==> src/hw/acsc_cfg.svh <==
// Offsets, field positions, reset values and channel codes of the converter sequencing control
`ifndef ACSC_CFG_SVH
`define ACSC_CFG_SVH

`define ACSC_CTRL_ADDR     8'h11
`define ACSC_CTRL_RST      8'h00
`define ACSC_BIT_RSVD      7
`define ACSC_BIT_HALT      6
`define ACSC_BIT_IDLE      5
`define ACSC_BIT_SINGLE_CONVERSION_TRIGGER   4
`define ACSC_BIT_SPIN      3
`define ACSC_SEL_MSB       2
`define ACSC_SEL_LSB       0
`define ACSC_FC_SEL_MSB    1
`define ACSC_NUM_CH        5
`define ACSC_CH_TEMP       3'h0
`define ACSC_CH_SUPPLY     3'h1
`define ACSC_CH_BIAS       3'h2
`define ACSC_CH_MPD        3'h3
`define ACSC_CH_RX         3'h4
`define ACSC_CH_LAST       3'h4

`endif

==> src/hw/acsc_pkg.sv <==
// Types and shared channel arithmetic of the converter sequencing control
`include "acsc_cfg.svh"

package acsc_pkg;

   typedef logic [2:0] acsc_ch_t;

   typedef enum logic {
      ACSC_ST_IDLE,
      ACSC_ST_CONV
   } acsc_state_t;

   // Round-robin successor over the five converter channels
   function automatic acsc_ch_t acsc_next_ch(input acsc_ch_t ch);
      acsc_next_ch = (ch >= `ACSC_CH_LAST) ? `ACSC_CH_TEMP : acsc_ch_t'(ch + 3'h1);
   endfunction

   // Illegal select codes fall back to temperature rather than an absent input
   function automatic acsc_ch_t acsc_decode_sel(input acsc_ch_t sel);
      acsc_decode_sel = (sel > `ACSC_CH_LAST) ? `ACSC_CH_TEMP : sel;
   endfunction

endpackage

==> src/hw/acsc_seq_if.sv <==
// Link between the control register logic and the conversion sequencer
interface acsc_seq_if;
   logic               run;
   logic               stop_after;
   logic               spin_en;
   acsc_pkg::acsc_ch_t spin_ch;
   logic               busy;
   logic               res_we;
   acsc_pkg::acsc_ch_t res_ch;

   modport ctrl (output run, output stop_after, output spin_en, output spin_ch,
                 input busy, input res_we, input res_ch);
   modport seq  (input run, input stop_after, input spin_en, input spin_ch,
                 output busy, output res_we, output res_ch);
endinterface

==> src/hw/acsc_seq.sv <==
// Conversion sequencer: starts, aborts and steps the converter through its channels
`include "acsc_cfg.svh"
module acsc_seq (
   input  wire logic               core_clk,
   input  wire logic               rst,
   acsc_seq_if.seq                 sif,
   input  wire logic               conv_done,
   output logic                    conv_start,
   output logic                    conv_abort,
   output acsc_pkg::acsc_ch_t      conv_channel
);

   acsc_pkg::acsc_state_t state_ff, nxt_state;
   logic                  start_ff, nxt_start;
   logic                  abort_ff, nxt_abort;
   acsc_pkg::acsc_ch_t    ch_ff, nxt_ch;
   acsc_pkg::acsc_ch_t    first_ch;

   // =====================================================================
   // Sequencing
   // =====================================================================
   always_comb begin
      first_ch   = sif.spin_en ? acsc_pkg::acsc_decode_sel(sif.spin_ch)
                               : acsc_pkg::acsc_next_ch(ch_ff);
      nxt_state  = state_ff;
      nxt_start  = 1'b0;
      nxt_abort  = 1'b0;
      nxt_ch     = ch_ff;
      sif.res_we = 1'b0;
      unique case (state_ff)
         acsc_pkg::ACSC_ST_IDLE: begin
            if (sif.run) begin
               nxt_state = acsc_pkg::ACSC_ST_CONV;
               nxt_start = 1'b1;
               nxt_ch    = first_ch;
            end
         end
         acsc_pkg::ACSC_ST_CONV: begin
            // A halt drops the conversion in flight so no result is produced
            if (!sif.run) begin
               nxt_state = acsc_pkg::ACSC_ST_IDLE;
               nxt_abort = 1'b1;
            end else if (conv_done) begin
               sif.res_we = 1'b1;
               if (sif.stop_after) begin
                  nxt_state = acsc_pkg::ACSC_ST_IDLE;
               end else begin
                  nxt_start = 1'b1;
                  nxt_ch    = first_ch;
               end
            end
         end
      endcase
   end

   always_ff @(posedge core_clk or posedge rst) begin
      if (rst) begin
         state_ff <= acsc_pkg::ACSC_ST_IDLE;
         start_ff <= 1'b0;
         abort_ff <= 1'b0;
         ch_ff    <= `ACSC_CH_LAST;
      end else begin
         state_ff <= nxt_state;
         start_ff <= nxt_start;
         abort_ff <= nxt_abort;
         ch_ff    <= nxt_ch;
      end
   end

   assign sif.busy     = (state_ff == acsc_pkg::ACSC_ST_CONV);
   assign sif.res_ch   = ch_ff;
   assign conv_start   = start_ff;
   assign conv_abort   = abort_ff;
   assign conv_channel = ch_ff;
endmodule

==> src/hw/acsc_top.sv <==
// Converter sequencing control register with halt, single-conversion and single-channel modes
`include "acsc_cfg.svh"

module acsc_top #(
   parameter int RES_W = 16
) (
   input  wire logic               core_clk,
   input  wire logic               rst,
   input  wire logic [7:0]         reg_addr,
   input  wire logic               reg_wr_en,
   input  wire logic [7:0]         reg_wdata,
   output logic      [7:0]         reg_rdata,
   input  wire logic               pw_valid,
   input  wire logic               fc_spin_mode,
   output logic      [1:0]         fc_channel_sel,
   output logic                    conv_start,
   output logic                    conv_abort,
   output logic      [2:0]         conv_channel,
   input  wire logic               conv_done,
   input  wire logic [RES_W-1:0]   conv_data,
   input  wire logic [2:0]         res_sel,
   output logic      [RES_W-1:0]   res_data,
   output logic                    tcomp_update,
   output logic                    limit_check,
   output logic      [2:0]         limit_check_ch
);

   acsc_seq_if sif ();

   logic                  halt_ff, nxt_halt;
   logic                  single_conversion_trigger_ff, nxt_single_conversion_trigger;
   logic                  done_ff, nxt_done;
   logic                  spin_ff, nxt_spin;
   acsc_pkg::acsc_ch_t    sel_ff, nxt_sel;
   logic [7:0]            rdata_ff, nxt_rdata;
   logic                  tcomp_ff, nxt_tcomp;
   logic                  limit_ff, nxt_limit;
   acsc_pkg::acsc_ch_t    limit_ch_ff, nxt_limit_ch;
   logic [1:0]            fc_sel_ff, nxt_fc_sel;
   logic [RES_W-1:0]      res_data_ff, nxt_res_data;
   logic [RES_W-1:0]      res_mem [`ACSC_NUM_CH];
   logic                  hit;
   logic                  ctrl_wr;
   logic                  single_conversion_trigger_end;
   logic [7:0]            ctrl_image;

   // =====================================================================
   // Register access
   // =====================================================================
   // Without a valid password the register neither takes writes nor shows its contents
   assign hit     = pw_valid && (reg_addr == `ACSC_CTRL_ADDR);
   assign ctrl_wr = hit && reg_wr_en;

   // Reserved top bit is undefined on read; it is returned as zero here
   always_comb begin
      ctrl_image                               = `ACSC_CTRL_RST;
      ctrl_image[`ACSC_BIT_HALT]               = halt_ff;
      ctrl_image[`ACSC_BIT_IDLE]               = !sif.busy;
      ctrl_image[`ACSC_BIT_SINGLE_CONVERSION_TRIGGER]            = single_conversion_trigger_ff;
      ctrl_image[`ACSC_BIT_SPIN]               = spin_ff;
      ctrl_image[`ACSC_SEL_MSB:`ACSC_SEL_LSB]  = sel_ff;
   end

   assign single_conversion_trigger_end = sif.res_we && single_conversion_trigger_ff;

   always_comb begin
      nxt_halt    = halt_ff;
      nxt_single_conversion_trigger = single_conversion_trigger_ff;
      nxt_spin    = spin_ff;
      nxt_sel     = sel_ff;
      nxt_rdata   = hit ? ctrl_image : 8'h00;
      if (ctrl_wr) begin
         nxt_halt    = reg_wdata[`ACSC_BIT_HALT];
         nxt_single_conversion_trigger = reg_wdata[`ACSC_BIT_SINGLE_CONVERSION_TRIGGER];
         nxt_spin    = reg_wdata[`ACSC_BIT_SPIN];
         nxt_sel     = reg_wdata[`ACSC_SEL_MSB:`ACSC_SEL_LSB];
      end
      // Any write re-arms a finished single conversion; a completion in the
      // same cycle wins so the result just taken is not repeated silently
      nxt_done = single_conversion_trigger_end || (done_ff && !ctrl_wr);
   end

   always_ff @(posedge core_clk or posedge rst) begin
      if (rst) begin
         halt_ff    <= 1'b0;
         single_conversion_trigger_ff <= 1'b0;
         done_ff    <= 1'b0;
         spin_ff    <= 1'b0;
         sel_ff     <= `ACSC_CH_TEMP;
         rdata_ff   <= 8'h00;
      end else begin
         halt_ff    <= nxt_halt;
         single_conversion_trigger_ff <= nxt_single_conversion_trigger;
         done_ff    <= nxt_done;
         spin_ff    <= nxt_spin;
         sel_ff     <= nxt_sel;
         rdata_ff   <= nxt_rdata;
      end
   end

   assign reg_rdata = rdata_ff;

   // =====================================================================
   // Sequencer steering
   // =====================================================================
   // Run stops on halt and after a finished single conversion until re-armed
   assign sif.run        = !halt_ff && !(single_conversion_trigger_ff && done_ff);
   assign sif.stop_after = single_conversion_trigger_ff;
   assign sif.spin_en    = spin_ff;
   assign sif.spin_ch    = sel_ff;

   acsc_seq u_seq (
      .core_clk     (core_clk),
      .rst          (rst),
      .sif          (sif),
      .conv_done    (conv_done),
      .conv_start   (conv_start),
      .conv_abort   (conv_abort),
      .conv_channel (conv_channel)
   );

   // =====================================================================
   // Results and downstream strobes
   // =====================================================================
   // Results are written only on a completed, non-aborted conversion
   always_ff @(posedge core_clk) begin
      if (sif.res_we && !halt_ff) begin
         res_mem[sif.res_ch] <= conv_data;
      end
   end

   always_comb begin
      nxt_res_data = res_data_ff;
      if (res_sel <= `ACSC_CH_LAST) begin
         nxt_res_data = res_mem[res_sel];
      end
      nxt_tcomp    = sif.res_we && !halt_ff && (sif.res_ch == `ACSC_CH_TEMP);
      nxt_limit    = sif.res_we && !halt_ff;
      nxt_limit_ch = sif.res_we ? sif.res_ch : limit_ch_ff;
      // Only the low select bits reach the fault comparator; its own mode
      // must not be on together with converter single-channel mode
      nxt_fc_sel   = fc_spin_mode ? sel_ff[`ACSC_FC_SEL_MSB:0] : 2'h0;
   end

   always_ff @(posedge core_clk or posedge rst) begin
      if (rst) begin
         res_data_ff <= '0;
         tcomp_ff    <= 1'b0;
         limit_ff    <= 1'b0;
         limit_ch_ff <= `ACSC_CH_TEMP;
         fc_sel_ff   <= 2'h0;
      end else begin
         res_data_ff <= nxt_res_data;
         tcomp_ff    <= nxt_tcomp;
         limit_ff    <= nxt_limit;
         limit_ch_ff <= nxt_limit_ch;
         fc_sel_ff   <= nxt_fc_sel;
      end
   end

   assign res_data       = res_data_ff;
   assign tcomp_update   = tcomp_ff;
   assign limit_check    = limit_ff;
   assign limit_check_ch = limit_ch_ff;
   assign fc_channel_sel = fc_sel_ff;

   // =====================================================================
   // Check helpers
   // =====================================================================
   // Starts since the last register write; saturates so a runaway
   // sequencer cannot wrap the count back into the legal range
   logic [1:0]            os_starts_ff, nxt_os_starts;

   always_comb begin
      nxt_os_starts = os_starts_ff;
      if (ctrl_wr) begin
         nxt_os_starts = 2'h0;
      end else if (conv_start && (os_starts_ff != 2'h3)) begin
         nxt_os_starts = os_starts_ff + 2'h1;
      end
   end

   always_ff @(posedge core_clk or posedge rst) begin
      if (rst) begin
         os_starts_ff <= 2'h0;
      end else begin
         os_starts_ff <= nxt_os_starts;
      end
   end
endmodule

==> config.mk <==
export PLATFORM = sky130hd
export DESIGN_NAME = acsc_top
export DESIGN_NICKNAME = d
export VERILOG_FILES = /design/src/hw/acsc_pkg.sv /design/src/hw/acsc_seq_if.sv /design/src/hw/acsc_seq.sv /design/src/hw/acsc_top.sv
export VERILOG_INCLUDE_DIRS = /design/src /design/src/hw
export SDC_FILE = /design/constraint.sdc
export NUM_CORES = 1
export LEC_CHECK = 0
export BUFFER_PORTS_ARGS = -buffer_cell sky130_fd_sc_hd__buf_2
export CORE_ASPECT_RATIO = 1.1
export CORE_MARGIN = 3
export CORE_UTILIZATION = 55
export DETAILED_ROUTE_END_ITERATION = 16
export PLACE_DENSITY = 0.75
export SLEW_MARGIN = 30
export SYNTH_ARGS = -nofsm -noshare
export SYNTH_HDL_FRONTEND = slang
export SYNTH_SLANG_ARGS = --single-unit
==> constraint.sdc <==
create_clock -name core_clk -period 3.4 [get_ports core_clk]
set_input_delay 0.68 -clock core_clk [delete_from_list [all_inputs] [get_ports core_clk]]
set_output_delay 0.68 -clock core_clk [all_outputs]
set_load 0.01 [all_outputs]
==> results of run 1 <==
==> cell usage after synthesis (all sizes together) (2+ instances only) <==
cell type / instances / share of area (%)
ha: 2 / 0.54
and2: 8 / 1.1
edfxtp: 80 / 52
mux2: 8 / 1.9
a21oi: 20 / 2.2
nor2: 22 / 1.8
inv: 4 / 0.32
buf: 6 / 0.78
clkbuf: 5 / 0.41
nand2: 5 / 0.57
dfrtp: 42 / 23
mux2i: 18 / 3.9
nor2b: 3 / 0.41
o21ai: 2 / 0.22
mux4: 16 / 7.8
nor4: 5 / 1.0
==> per-layer routing <==
layer / up-vias / part of all wire [%] / global-route usage, %
met3: 14 / 6.5 / 6.480
met2: 73 / 52 / 31.74
met5: - / 0 / 0
met4: 0 / 2.0 / 9.019
met1: 1240 / 39 / 22.68
li1: 1153 / - / -
==> report_power, final <==
part | internal, µW | leakage [µW] | switching, µW
Sequential | 1860 | 0.00126 | 104
Clock | 1130 | 0.000282 | 663
Combinational | 230 | 0.000752 | 320
==> critical path, stage by stage (launching register included) <==
cell and delay [ns]:
dfrtp_1 0.43, a21oi_1 0.19, nand3_1 0.38, inv_1 0.24, and4_1 0.21, buf_4 0.26
==> through the flow <==
step,util [%],worst slack (ns),total power [µW],cell area [µm²]
final,71.52,1.374,4309,5751
after global routing,71.52,1.165,4502,5751
after CTS,71.52,1.328,4344,5751
after detailed placement,64.01,1.188,2549,5146
after global placement,63.99,1.192,2520,5145
after floorplan,-,0.4428,2301,4622
==> cell type report <==
class / instances / area [µm²]
clock buffers: 17 / 414.1
clock inverters: 15 / 190.2
fillers: 504 / 2290
inverters: 4 / 16.27
multi-input cells: 119 / 1097
flip-flops and latches: 123 / 3480
well taps: 108 / 135.1
repair buffers: 80 / 417.9
==> flip-flops by register name, summed over array words and instances (netlist names), 2 cells and up <==
register,flops
sel_ff,3
fc_channel_sel,2
reg_rdata,7
res_data,16
u_seq.conv_channel,3
limit_check_ch,3
res_mem,80
==> worst max path at each step <==
stage                        start             end  slack [ns]  cells after the start
finish              sif.stop_after   res_mem[4][9]        1.37                      5
global route        sif.stop_after   res_mem[4][0]        1.16                      5
CTS                 sif.stop_after   res_mem[4][2]        1.33                      5
detailed placement       conv_done  res_mem[4][15]        1.19                      5
global placement         conv_done  res_mem[4][15]        1.19                      5
floorplan                conv_done   res_mem[0][0]        0.44                      3
==> logic make-up after synthesis <==
group                    Yosys count  synth area share [%]
AO/OA/AOI/OAI                     26                 3.140
adder cells (fa/ha/maj)            2                0.5413
buffers and inverters             15                 1.516
flip-flops                       123                 75.28
multiplexers                      42                 13.64
other                              1               0.08113
AND/OR/NAND/NOR                   48                 5.793
==> impl_metrics.tcl, run 1 <==
set metrics [dict create \
    status "completed" \
    ctsRootBufferMaster "clkbuf_8" \
    critPathKind "reg -> reg" \
    cts_tree "built" \
    io_buffers 73 \
    first_global_vias 2588 \
    wl_mm 8.155 \
    cp.arrival_ns 2.22 \
    max_freq_mhz 493.5 \
    critPathLaunchType "flip-flop" \
    vias_per_cell 5.322 \
    syn_nets 300 \
    diodes 0 \
    grt_pass1_wl_mm 13.32 \
    final_common_cell "edfxtp_1" \
    seq_area_frac_synth_pct 75.28 \
    core_area_mm2 0.008040 \
    start_util_pct 57.49 \
    fp.dieW_um 93.41 \
    cts_buffers 17 \
    syn-mean-instance-area_um2 17.98 \
    cts.sinks 123 \
    pwr_density_cell_mw_per_mm2 749.4 \
    mostFrequentLayoutCells "edfxtp_1 (80), buf_2 (73), dfrtp_1 (42), nor2_1 (21), a21oi_1 (20)" \
    ff2ff_setup_slack_ns 1.37 \
    place_inst 434 \
    hold_violations 0 \
    async_reset_ff_share_pct 34.96 \
    num_vias 2480 \
    path_clk_slew_ns 0.06 \
    holdCritPathClass "in -> async" \
    die_area_mm2 0.009541 \
    clock_latency_ns 0.51 \
    grt_setup_unrepaired "false" \
    clock_path_buffers 2 \
    leakage_uw 0.002297 \
    cp.required_ns 3.59 \
    drt_iter0_markers 130 \
    antenna_found_initial 0 \
    vdd_drop_max_mv 0.4786 \
    ctsResizeCount 0 \
    synth_area_mm2 0.004622 \
    r2r_cells 5 \
    drv_slew 0 \
    synth_edf_count 80 \
    dieHeight_um 102.1 \
    stdcell_count 466 \
    fp-row-count 34 \
    syn_to_final_growth_pct 24.42 \
    period_share_pct 59.60 \
    place.gp.congestion 0.8156 \
    wire_per_inst_um 17.50 \
    grt_use_total_pct 19.12 \
    cts-htree-levels 4 \
    cts.hold.buffers_added 0 \
    drive_above_1_share_pct 40.50 \
    tightest_slew_ns 0.5970 \
    cp-end-kind "flip-flop" \
    slew_headroom_pct 60.20 \
    grt_max_degree 33 \
    r2r_end "res_mem[4][9]" \
    drc 0 \
    synthCells 257 \
    ys_ff_latch 123 \
    fin_skew_ns 0.005509 \
    setup_viol_count_final 0 \
    ys.flop_type "edfxtp_1" \
    critical_path.max_fanout 16 \
    grt.overflow.total 0 \
    detailedPlacementHpwl_mm 5.164 \
    fin_crit_ns 2.026 \
    max-cap-violations 0 \
    whs_ns 0.1976 \
    ant_nets 0 \
    postCtsSetupBuffers 0 \
    ios 77 \
    nNetsFinal 388 \
    ys_warn_count 0 \
    reg2reg_from "sif.stop_after" \
    first_pass_iters 6 \
    fin_tns_setup_ns 0 \
    synth_cell_type_count 32 \
]
Power figures use the tool's default switching activity.
==> run 2: changes to the inputs <==
==> constraint.sdc (replaced) <==
create_clock -name core_clk -period 2 [get_ports core_clk]
set_input_delay 0.4 -clock core_clk [delete_from_list [all_inputs] [get_ports core_clk]]
set_output_delay 0.4 -clock core_clk [all_outputs]
set_load 0.01 [all_outputs]
==> impl_metrics.tcl, run 2 (synthesis results as in run 1) <==
set metrics [dict create \
    pwr_density_cell_mw_per_mm2 1300 \
    start_util_pct 57.49 \
    status "completed" \
    crit_chain "buf_2" \
    ctsRootBufferMaster "clkbuf_8" \
    grt_setup_unrepaired "false" \
    core_area_mm2 0.008040 \
    clock_path_buffers 2 \
    final_common_cell "edfxtp_1" \
    first_global_vias 2770 \
    die_area_mm2 0.009541 \
    grt.overflow.total 0 \
    diodes 0 \
    dieHeight_um 102.1 \
    grt_pass1_wl_mm 14.31 \
    critPathBufInv 1 \
    num_vias 2564 \
    largest_reg_flops 80 \
    slowest_delay_ns 0.71 \
    critPathLaunchType "flip-flop" \
    syn_to_final_growth_pct 29.05 \
    critPathTopFamily "flip-flops" \
    place_ws_ns 0.3273 \
    drv_slew 0 \
    regMostFlops "res_mem" \
    fp-row-count 34 \
    tightest_slew_ns 0.5833 \
    cp_slowest_cell "dfstp_2" \
    holdCritPathClass "in -> reg" \
    place.gp.congestion 0.7957 \
    wire_per_inst_um 19.15 \
    cp.arrival_ns 1.43 \
    wl_mm 9.039 \
    cp.required_ns 1.60 \
    detailedPlacementHpwl_mm 5.174 \
    io_buffers 73 \
    cp-end-kind "output pin" \
    dpl_cell_area_mm2 0.005305 \
    slew_headroom_pct 61.11 \
    clock_latency_ns 0.52 \
    stdcell_area_mm2 0.005964 \
    period_share_pct 91.28 \
    grt_max_degree 33 \
    critical_path.max_fanout 10 \
    fp.dieW_um 93.41 \
    cts_tree "built" \
    setup_viol_count_final 0 \
    vias_per_cell 5.432 \
    antenna_found_initial 0 \
    path_clk_slew_ns 0.05 \
    ios 77 \
    ff2ff_setup_slack_ns 0.32 \
    fin_skew_ns 0.007433 \
    ant_nets 0 \
    max-cap-violations 0 \
    mostFrequentLayoutCells "edfxtp_1 (80), buf_2 (73), dfrtp_1 (42), nor2_1 (21), a21oi_1 (20)" \
    layout_setup_ws_ns 0.1744 \
    cts_buffers 17 \
    fin_crit_ns 1.826 \
    first_pass_iters 4 \
    grt_use_total_pct 21.28 \
    hold_violations 0 \
    drive_above_1_share_pct 40.66 \
    vdd_drop_max_mv 0.7760 \
    cts.sinks 123 \
    drt_iter0_markers 113 \
    max_freq_mhz 547.8 \
    stdcell_count 472 \
    postCtsSetupBuffers 0 \
    drc 0 \
    cts-htree-levels 4 \
    leakage_uw 0.002381 \
    nNetsFinal 394 \
    place_inst 439 \
    critPathKind "reg -> out" \
]
==> run 2: what timing repair did <==
action / CTS / global route
gates resized for setup: 0 / 0
hold buffers: 1 / 0
hold endpoints to repair: 18 / 0
setup endpoints to repair: 0 / 0
==> run 2: where the power goes <==
part / internal (µW) / total, µW / switching, µW
Clock: 2240 / 3310 / 1060
Sequential: 3170 / 3390 / 218
Combinational: 485 / 1060 / 576
==> run 2: area by class of cell <==
class | instances | area [µm²]
Sequential cell | 123 | 3480
Clock buffer | 21 | 459.2
Multi-Input combinational cell | 119 | 1132
Clock inverter | 11 | 190.2
Inverter | 4 | 15.01
Timing Repair Buffer | 86 | 553.0
Fill cell | 500 | 2076
Tap cell | 108 | 135.1
==> run 2: layer usage <==
metal / vias up / share of wire (%) / track usage, %
met5: - / 0 / 0
met4: 0 / 2.0 / 9.470
met3: 15 / 6.7 / 9.131
li1: 1172 / - / -
met1: 1297 / 38 / 23.54
met2: 80 / 54 / 35.97
==> run 2: metrics by stage <==
step / utilization, % / TNS [ns] / power, µW / hold slack (ns)
floorplan: - / -15.08 / 3937 / 0.4494
global placement: 65.98 / 0 / 4437 / 0.4564
detailed placement: 65.98 / 0 / 4491 / 0.4726
CTS: 74.18 / 0 / 7837 / 0.08069
global route: 74.18 / 0 / 8083 / 0.09285
finish: 74.18 / 0 / 7755 / 0.1098
==> run 2: worst paths after layout <==
check / start / end / cells after the start
min reg2reg: limit_check_ch[1] / limit_check_ch[1] / 2
min in group asynchronous: rst / reg_rdata[5] / 3
min: fc_spin_mode / fc_channel_sel[0] / 2
max in group asynchronous: rst / u_seq.conv_channel[2] / 4
max: u_seq.conv_channel[2] / conv_channel[2] / 1
max reg2reg: done_ff / res_mem[2][5] / 5
